<file path="src/design/bfp_pkg.sv">
package bfp_pkg;

    // clock rate, used to turn every time figure into a cycle count
    localparam int CLK_MHZ = 25;

    // delay figures in microseconds (typical values)
    localparam int SC_DLY_US = 300;
    localparam int OC_DET_US = 10000;
    localparam int OC_REL_US = 1000;
    localparam int XC_DET_US = 1000;
    localparam int XC_REL_US = 1500;

    // test mode divides counter delays by two to this power
    localparam int TEST_SHIFT = 6;

    // width of each delay counter
    localparam int CNT_W = 24;

    // timer channels of the shared delay block
    localparam int NT = 5;
    localparam int T_SC = 0;
    localparam int T_OC_DET = 1;
    localparam int T_OC_REL = 2;
    localparam int T_XC_DET = 3;
    localparam int T_XC_REL = 4;

    // bit positions of the synchronised input vector
    localparam int NIN = 8;
    localparam int I_SC = 0;
    localparam int I_OC = 1;
    localparam int I_XC = 2;
    localparam int I_OVC = 3;
    localparam int I_OVD = 4;
    localparam int I_ZCELL = 5;
    localparam int I_ZOK = 6;
    localparam int I_TEST = 7;

    // discharge side states
    typedef enum logic [1:0] {
        DS_NORMAL,
        DS_OVD,
        DS_OC,
        DS_SC
    } bfp_dstate_t;

    // charge side states
    typedef enum logic {
        CS_NORMAL,
        CS_XC
    } bfp_cstate_t;

endpackage

</file>
<file path="src/design/bfp_delay_if.sv">
`timescale 1ns/10ps
interface bfp_delay_if #(
    parameter int N = 5,
    parameter int W = 24
);
    // per channel: run level, target count, expiry level
    logic [N-1:0] run;
    logic [N-1:0][W-1:0] limit;
    logic [N-1:0] done;

    modport ctl (
        output run,
        output limit,
        input done
    );

    modport tmr (
        input run,
        input limit,
        output done
    );
endinterface // bfp_delay_if

</file>
<file path="src/design/bfp_delay.sv">
`timescale 1ns/10ps
module bfp_delay #(
    parameter int N = 5,
    parameter int W = 24
) (
    // clock and reset
    input wire logic sys_clk,
    input wire logic rst,
    // timer channels
    bfp_delay_if.tmr tif
);

    // one saturating counter per channel, cleared whenever its run level drops
    for (genvar i = 0; i < N; i++) begin : g_chan
        logic [W-1:0] cnt_r;
        always_ff @(posedge sys_clk) begin
            if (rst || !tif.run[i]) begin
                cnt_r <= '0;
            end else if (cnt_r < tif.limit[i]) begin
                cnt_r <= cnt_r + 1'h1;
            end
        end
        // compare with >= so a limit lowered mid-count still expires
        assign tif.done[i] = tif.run[i] && (cnt_r >= tif.limit[i]);
    end

endmodule // bfp_delay

</file>
<file path="src/design/bfp_fsm.sv">
`timescale 1ns/10ps
// Summary of operation
// - sense at short threshold enters short state after short delay, below over-current delay
// - short state turns discharge gate low, same as over-current
// - after short, sense pull-down on and no standby
// - over-current or short releases after release delay once sense at or below threshold
// - sense at or below charger threshold drops charge gate after detect delay
// - charger condition vanishing during detect delay abandons detection
// - in charger state, sense recovering raises charge gate after release delay
// - no charger detection while discharge gate is low
// - charger delay starts only once discharge gate is high again
// - with zero-volt cells, charge gate rises once charge voltage is enough
// - test input high shortens counter delays; low gives normal delays
// - short-circuit delay is not counter derived and ignores test input
// - over-charge wins over over-discharge; over-discharge resumes afterwards
// - over-charge first releases both pulls; later over-discharge adds pull-up, no standby
// - no standby while over-charge then over-discharge overlap lasts
// - over-discharge drops discharge gate, enters standby, pulls sense up
// - over-current drops discharge gate after delay, pulls sense down, no standby
// - over-charge suppresses over-current detection, short detection stays active
module bfp_fsm
    import bfp_pkg::*;
#(
    parameter int SC_DLY_CYC = bfp_pkg::SC_DLY_US * bfp_pkg::CLK_MHZ,
    parameter int OC_DET_CYC = bfp_pkg::OC_DET_US * bfp_pkg::CLK_MHZ,
    parameter int OC_REL_CYC = bfp_pkg::OC_REL_US * bfp_pkg::CLK_MHZ,
    parameter int XC_DET_CYC = bfp_pkg::XC_DET_US * bfp_pkg::CLK_MHZ,
    parameter int XC_REL_CYC = bfp_pkg::XC_REL_US * bfp_pkg::CLK_MHZ
) (
    // clock and reset
    input wire logic sys_clk,
    input wire logic rst,
    // comparator results on the sense node
    input wire logic sc_cmp,
    input wire logic oc_cmp,
    input wire logic xc_cmp,
    // cell monitor results
    input wire logic ovc_state,
    input wire logic ovd_cond,
    input wire logic zero_cell,
    input wire logic zchg_ok,
    // delay shortening pin
    input wire logic shorten_pin,
    // gate drives
    output logic dout_gate,
    output logic cout_gate,
    // sense node pull control
    output logic pull_dn_en,
    output logic pull_up_en,
    // low power indication
    output logic standby
);
    import bfp_pkg::*;

    // raw input vector, gathered so one synchroniser serves all pins
    logic [NIN-1:0] pin_raw;
    assign pin_raw[I_SC] = sc_cmp;
    assign pin_raw[I_OC] = oc_cmp;
    assign pin_raw[I_XC] = xc_cmp;
    assign pin_raw[I_OVC] = ovc_state;
    assign pin_raw[I_OVD] = ovd_cond;
    assign pin_raw[I_ZCELL] = zero_cell;
    assign pin_raw[I_ZOK] = zchg_ok;
    assign pin_raw[I_TEST] = shorten_pin;

    // three stage synchroniser; first stage feeds only the second
    // pulses under two cycles may be lost; every input here is a held level
    logic [NIN-1:0] sync1_r;
    logic [NIN-1:0] sync2_r;
    logic [NIN-1:0] sync3_r;
    logic [NIN-1:0] in_q_r;
    logic [NIN-1:0] in_agree;

    // a change is taken once stages two and three agree
    assign in_agree = ~(sync2_r ^ sync3_r);

    // sample every pin on the internal clock
    always_ff @(posedge sys_clk) begin
        if (rst) begin
            sync1_r <= '0;
            sync2_r <= '0;
            sync3_r <= '0;
            in_q_r <= '0;
        end else begin
            sync1_r <= pin_raw;
            sync2_r <= sync1_r;
            sync3_r <= sync2_r;
            in_q_r <= (in_agree & sync3_r) | (~in_agree & in_q_r);
        end
    end

    // named views of the filtered inputs
    logic sc_q;
    logic oc_q;
    logic xc_q;
    logic ovc_q;
    logic ovd_q;
    logic zcell_q;
    logic zok_q;
    logic test_q;
    assign sc_q = in_q_r[I_SC];
    assign oc_q = in_q_r[I_OC];
    assign xc_q = in_q_r[I_XC];
    assign ovc_q = in_q_r[I_OVC];
    assign ovd_q = in_q_r[I_OVD];
    assign zcell_q = in_q_r[I_ZCELL];
    assign zok_q = in_q_r[I_ZOK];
    assign test_q = in_q_r[I_TEST];

    // state and output registers
    bfp_dstate_t ds_r;
    bfp_dstate_t ds_nxt;
    bfp_cstate_t cs_r;
    bfp_cstate_t cs_nxt;
    logic dout_r;
    logic dout_nxt;
    logic cout_r;
    logic cout_nxt;
    logic pdn_r;
    logic pdn_nxt;
    logic pup_r;
    logic pup_nxt;
    logic stby_r;
    logic stby_nxt;

    // shared delay counters
    bfp_delay_if #(.N(NT), .W(CNT_W)) tif ();

    bfp_delay #(
        .N(NT),
        .W(CNT_W)
    ) u_delay (
        .sys_clk(sys_clk),
        .rst(rst),
        .tif(tif)
    );

    // normal targets; kept as one array so the limit select is one loop
    // the default counts fit the counter width, so the casts drop nothing
    logic [NT-1:0][CNT_W-1:0] norm_lim;
    assign norm_lim[T_SC] = CNT_W'(SC_DLY_CYC);
    assign norm_lim[T_OC_DET] = CNT_W'(OC_DET_CYC);
    assign norm_lim[T_OC_REL] = CNT_W'(OC_REL_CYC);
    assign norm_lim[T_XC_DET] = CNT_W'(XC_DET_CYC);
    assign norm_lim[T_XC_REL] = CNT_W'(XC_REL_CYC);

    // test mode cuts counter delays, never below one cycle
    // one shared shift trades delay accuracy for fast test runs
    for (genvar i = 0; i < NT; i++) begin : g_lim
        logic [CNT_W-1:0] cut_lim;
        logic [CNT_W-1:0] short_lim;
        assign cut_lim = norm_lim[i] >> TEST_SHIFT;
        assign short_lim = (cut_lim == '0) ? CNT_W'(1) : cut_lim;
        if (i == T_SC) begin : g_fixed
            // short delay is not counter derived, test pin has no say
            assign tif.limit[i] = norm_lim[i];
        end else begin : g_cut
            assign tif.limit[i] = test_q ? short_lim : norm_lim[i];
        end
    end

    // discharge side conditions
    logic overlap;
    logic ovd_take;
    logic oc_allow;
    logic in_fault;

    // over-charge first: over-discharge is held back while both hold
    assign overlap = ovc_q && ovd_q;
    assign ovd_take = ovd_q && !ovc_q;
    // over-charge blocks over-current but not short detection
    assign oc_allow = oc_q && !ovc_q;
    assign in_fault = (ds_r == DS_OC) || (ds_r == DS_SC);

    // delay run levels; any drop clears its counter
    // short timer also runs in the over-current state, so a short still escalates
    assign tif.run[T_SC] = sc_q && (ds_r == DS_NORMAL || ds_r == DS_OC);
    assign tif.run[T_OC_DET] = oc_allow && (ds_r == DS_NORMAL);
    // release times the sense node staying at or below the over-current level
    assign tif.run[T_OC_REL] = in_fault && !oc_q;
    // charger detect only with discharge gate high, so the wait starts after it rises
    assign tif.run[T_XC_DET] = (cs_r == CS_NORMAL) && xc_q && dout_r;
    // charger release is timed only inside the charger state
    assign tif.run[T_XC_REL] = (cs_r == CS_XC) && !xc_q;

    // discharge state machine
    always_comb begin
        ds_nxt = ds_r;
        case (ds_r)
            DS_NORMAL: begin
                if (ovd_take) begin
                    ds_nxt = DS_OVD;
                end else if (tif.done[T_SC]) begin
                    ds_nxt = DS_SC;
                end else if (tif.done[T_OC_DET]) begin
                    ds_nxt = DS_OC;
                end
            end
            DS_OVD: begin
                // release delay lives with the cell monitor, not here
                if (!ovd_q) begin
                    ds_nxt = DS_NORMAL;
                end
            end
            DS_OC: begin
                // over-discharge overrides a current fault: pull-up replaces pull-down
                if (ovd_take) begin
                    ds_nxt = DS_OVD;
                end else if (tif.done[T_SC]) begin
                    ds_nxt = DS_SC;
                end else if (tif.done[T_OC_REL]) begin
                    ds_nxt = DS_NORMAL;
                end
            end
            DS_SC: begin
                // a short leaves through the shared over-current release, or to over-discharge
                if (ovd_take) begin
                    ds_nxt = DS_OVD;
                end else if (tif.done[T_OC_REL]) begin
                    ds_nxt = DS_NORMAL;
                end
            end
            default: begin
                ds_nxt = DS_NORMAL;
            end
        endcase
    end

    // charge state machine
    always_comb begin
        cs_nxt = cs_r;
        case (cs_r)
            CS_NORMAL: begin
                if (tif.done[T_XC_DET]) begin
                    cs_nxt = CS_XC;
                end
            end
            CS_XC: begin
                if (tif.done[T_XC_REL]) begin
                    cs_nxt = CS_NORMAL;
                end
            end
            default: begin
                cs_nxt = CS_NORMAL;
            end
        endcase
    end

    // discharge gate is high only in the normal state
    assign dout_nxt = (ds_nxt == DS_NORMAL);

    // over-charge holds the charge gate low for as long as its state is reported
    // zero-volt cells override the normal charge gate logic
    assign cout_nxt = zcell_q ? zok_q : (!ovc_q && cs_nxt == CS_NORMAL);

    // the two pulls come from disjoint states, so they are never on together
    // pull-down after over-current or short
    assign pdn_nxt = (ds_nxt == DS_OC) || (ds_nxt == DS_SC);

    // pull-up after over-discharge, also during the over-charge overlap in the normal state
    assign pup_nxt = (ds_nxt == DS_OVD) || ((ds_nxt == DS_NORMAL) && overlap);

    // standby only in the over-discharge state; an overlap begun by over-charge never reaches it
    assign stby_nxt = (ds_nxt == DS_OVD);

    // state update; outputs register with their state so they never glitch
    always_ff @(posedge sys_clk) begin
        if (rst) begin
            ds_r <= DS_NORMAL;
            cs_r <= CS_NORMAL;
        end else begin
            ds_r <= ds_nxt;
            cs_r <= cs_nxt;
        end
    end

    // output registers; gates come up high so the pack is usable after reset
    always_ff @(posedge sys_clk) begin
        if (rst) begin
            dout_r <= 1'h1;
            cout_r <= 1'h1;
            pdn_r <= 1'h0;
            pup_r <= 1'h0;
            stby_r <= 1'h0;
        end else begin
            dout_r <= dout_nxt;
            cout_r <= cout_nxt;
            pdn_r <= pdn_nxt;
            pup_r <= pup_nxt;
            stby_r <= stby_nxt;
        end
    end

    // outputs straight from flops
    assign dout_gate = dout_r;
    assign cout_gate = cout_r;
    assign pull_dn_en = pdn_r;
    assign pull_up_en = pup_r;
    assign standby = stby_r;

endmodule // bfp_fsm

</file>
<file path="config.mk">
export PLATFORM = sky130hd
export DESIGN_NAME = bfp_fsm
export DESIGN_NICKNAME = d
export VERILOG_FILES = /design/src/design/bfp_pkg.sv /design/src/design/bfp_delay_if.sv /design/src/design/bfp_delay.sv /design/src/design/bfp_fsm.sv
export SDC_FILE = /design/constraint.sdc
export NUM_CORES = 1
export LEC_CHECK = 0
export ABC_CLOCK_PERIOD_IN_PS = 3930
export BUFFER_PORTS_ARGS = -buffer_cell sky130_fd_sc_hd__buf_2
export CAP_MARGIN = 20
export CORE_ASPECT_RATIO = 0.9
export CORE_MARGIN = 2
export CORE_UTILIZATION = 60
export CTS_CLUSTER_SIZE = 28
export DETAILED_ROUTE_END_ITERATION = 10
export HOLD_SLACK_MARGIN = 0.12
export PLACE_DENSITY = 0.78
export SLEW_MARGIN = 20
export SYNTH_ARGS = -nofsm -noshare
export SYNTH_HDL_FRONTEND = slang
export SYNTH_SLANG_ARGS = --single-unit
export TNS_END_PERCENT = 100
</file>
<file path="constraint.sdc">
create_clock -name sys_clk -period 3.93 [get_ports sys_clk]
set_input_delay 0.9825 -clock sys_clk [delete_from_list [all_inputs] [get_ports sys_clk]]
set_output_delay 0.9825 -clock sys_clk [all_outputs]
set_load 0.02 [all_outputs]
</file>
==> impl_results.md <==
- Ys flop type: dfxtp_1
- Post-synth EDFFs: 0
- Share of layout cells above drive strength 1: 8.99%
- CTS Hold Bufs: 0
- Vias/cell: 5.87
- Worst slew margin: 38.7%
- Worst-path maximum fanout: 10
- Routed wire length: 14.6 mm
- Initial Util: 61.9%
- Remaining Overflow, GRT: 0
- Final worst-path cycle share: 81.2%
- Std cell rows: 37
- LEAKAGE: 3.06 nW
- Setup CP Type: reg -> reg
- Routability cong.: 0.860
- Wirelength per Cell: 15.1 um
- Register Area: 3200 um2
- Area grow syn2layout: 11.0%
- RSZ-0062 raised after global routing: false
- Fin nets: 846
- Initial antenna violation count: 0
- Initial drt markers: 380
- Outcome: finished, final reports clean
- Final core occ: 68.8%
- Syn Inst Count: 787
- Post-CTS resize count: 0
- Worst clock skew: 6.21 ps
- Hold WS: 442 ps
- YS warnings: 0
- Port Buf Inserts: 14
- Seq cells post-synth: 160
- Detail Route Antenna Nets: 0
- Pwr dens: 416 nW/um2
- H-tree depth: 4
- Register area share after synthesis: 45.1%
- Number of global-route vias before repair: 5,292
- Detail Placement HPWL: 9.83 mm
- Ant diodes: 0
- Clock-pin slew on the worst setup and hold paths: 60 ps
- Arr. time, crit path: 3540 ps
- Setup Buffers After CTS: 0
- Fin crit period: 3190 ps
- Max Fclk: 313 MHz
- Area of the multi-input gates: 3720 um2
- Setup violations, final: 0
- Count of pins over their slew limit: 0
- Clock Tree Buf Depth: 2
- Critical Path RT: 4280 ps
- Via count: 5,684
- Drt first pass iters: 5
- Pin count of the biggest net entering global routing: 47
- # DRC: 0
- Netlist Area Pre-Place: 7110 um2
- Die Wd: 119 um
- Hold Crit Class: reg -> reg
- Crit path launch type: flip-flop
- Layout filler cell count: 921
- Worst Tran Pin Value: 918 ps
- Total negative slack: 0 ps
- Worst-Skew Late Latency: 420 ps
- TritonCTS clock tree: yes
- Maximum VDD drop: 0.336 mV
- R2R cell count: 8
- Clk sinks: 160
- Total CTS buffers: 17
- Clk Tree Root Cell: clkbuf_16
- Max-cap violations: 0
- Avg Cell Area, Syn: 9.03 um2
- Syn nets: 834
- Die ar.: 12,700 um2
- Core box area: 11,500 um2
- Fin. Hold Viols: 0
- Asr flop ratio synth: 0%
- Distinct cells, synth: 60
- Hold Crit Depth: 1
- Die Y: 107 um
- Total track usage: 23.7%
- CP Capture Type: flip-flop
- # IOs: 15
- First-pass GRT wire length: 24.5 mm
## power breakdown
part | internal, mW | switching [mW] | total (mW) | leakage (nW)
clock network | 0.945 | 0.673 | 1.62 | 0.278
logic | 0.0115 | 0.0147 | 0.0262 | 1.49
registers | 1.63 | 0.00479 | 1.64 | 1.29
total | 2.59 | 0.693 | 3.28 | 3.06
## cell usage after synthesis (9+ instances only)
| cell | count | area share (%) |
|---|---|---|
| a21oi_1 | 45 | 3.2 |
| and2_1 | 36 | 3.2 |
| and3_1 | 30 | 2.6 |
| clkbuf_1 | 21 | 1.1 |
| dfxtp_1 | 160 | 45 |
| ha_1 | 37 | 6.5 |
| inv_1 | 22 | 1.2 |
| nand2_1 | 56 | 3.0 |
| nand3_1 | 31 | 2.2 |
| nand4_1 | 25 | 2.2 |
| nor2_1 | 70 | 3.7 |
| nor2b_1 | 28 | 2.5 |
| nor3_1 | 13 | 0.92 |
| nor4_1 | 13 | 1.1 |
| o21a_1 | 9 | 0.95 |
| o21ai_0 | 30 | 2.1 |
| or3_1 | 17 | 1.5 |
| or4_1 | 10 | 1.1 |
| xnor2_1 | 14 | 1.7 |
| xor2_1 | 23 | 2.8 |
## critical path, stage by stage, from the launching register on
cell and delay, ps:
dfxtp_1 520, inv_1 250, ha_1 360, nor2b_1 140
o211a_1 240, o21ai_1 560, nand4_1 350, or4_1 540
a21oi_1 160
## kinds of logic after synthesis
kind of cell / synth area share [%]
AOI/OAI and AO/OA: 12.8
xor gates and xnor gates: 4.56
adders and majority gates: 6.51
buffers and inverters: 2.64
DFF: 45.1
muxes: 0.440
and+or+nand+nor: 28.0
## cell type report
cell class / count / area share (%)
inverters: 22 / 1.05
repair buffers: 19 / 1.36
multi-input cells: 579 / 47.1
clock inverters: 14 / 2.00
well taps: 156 / 2.47
clock buffers: 18 / 5.44
flip-flops and latches: 160 / 40.6
## metrics by stage
| stage | area (um2) | std cells | setup WS, ps | total power, mW |
|---|---|---|---|---|
| 5_1_grt | 7890 | 968 | 527 | 3.38 |
| 4_1_cts | 7890 | 968 | 773 | 3.31 |
| 6_report | 7890 | 968 | 740 | 3.28 |
| 3_5_place_dp | 7310 | 936 | 784 | 1.70 |
| 2_1_floorplan | 7110 | 787 | 810 | 1.69 |
| 3_3_place_gp | 7310 | 936 | 932 | 1.70 |
## final timing paths
kind                          from                                      end  slack (ps)
min reg2reg  sync1_r[6]$_SDFF_PP0_                    sync2_r[6]$_SDFF_PP0_         440
max                      flip-flop  u_delay.g_chan[2].cnt_r[7]$_SDFFE_PP0N_         740
min          sync1_r[6]$_SDFF_PP0_                    sync2_r[6]$_SDFF_PP0_         440
max reg2reg              flip-flop  u_delay.g_chan[2].cnt_r[7]$_SDFFE_PP0N_         740
## flip-flops by register name (all words and copies together) (netlist names), 2 cells and up, named ones only
signal / cells
u_delay.g_chan.cnt_r: 120
sync3_r: 8
sync1_r: 8
sync2_r: 8
ds_r: 2
## layout by cell type, fill, tap and decap left out, types with 4 or more instances in the layout
cell type	synthesis	routed
clkinv_4	0	4
and2_1	36	36
inv_6	0	4
buf_4	0	5
nand4_1	25	25
nor2b_1	28	28
buf_2	0	14
a31o_2	6	6
nand3_1	31	31
o211ai_1	5	5
xor2_1	23	23
and4_1	6	6
xnor2_1	14	14
inv_1	22	22
clkbuf_16	0	17
a21oi_1	45	45
nor3_1	13	13
ha_1	37	37
o21a_1	9	9
o31ai_1	5	5
or2_2	4	4
nand4b_1	4	4
dfxtp_1	160	160
a211oi_1	4	4
and3_1	30	30
nand2b_1	4	4
or3_1	17	17
nor3b_1	4	4
a21o_1	6	6
nor2_1	70	70
a31oi_1	7	7
or4_1	10	10
o21ai_0	30	30
nand2_1	56	56
nor4_1	13	13
## routing by layer
metal / part of all wire, % / track usage [%] / wire, um / vias to the layer above
met2: 45 / 37.4 / 6620 / 113
li1: - / - / - / 2848
met5: 0 / 0 / 0 / -
met4: 1.6 / 9.61 / 235 / 0
met3: 3.7 / 5.46 / 538 / 23
met1: 49 / 31.6 / 7190 / 2700
Note: power is estimated with default switching activity, not from simulation.
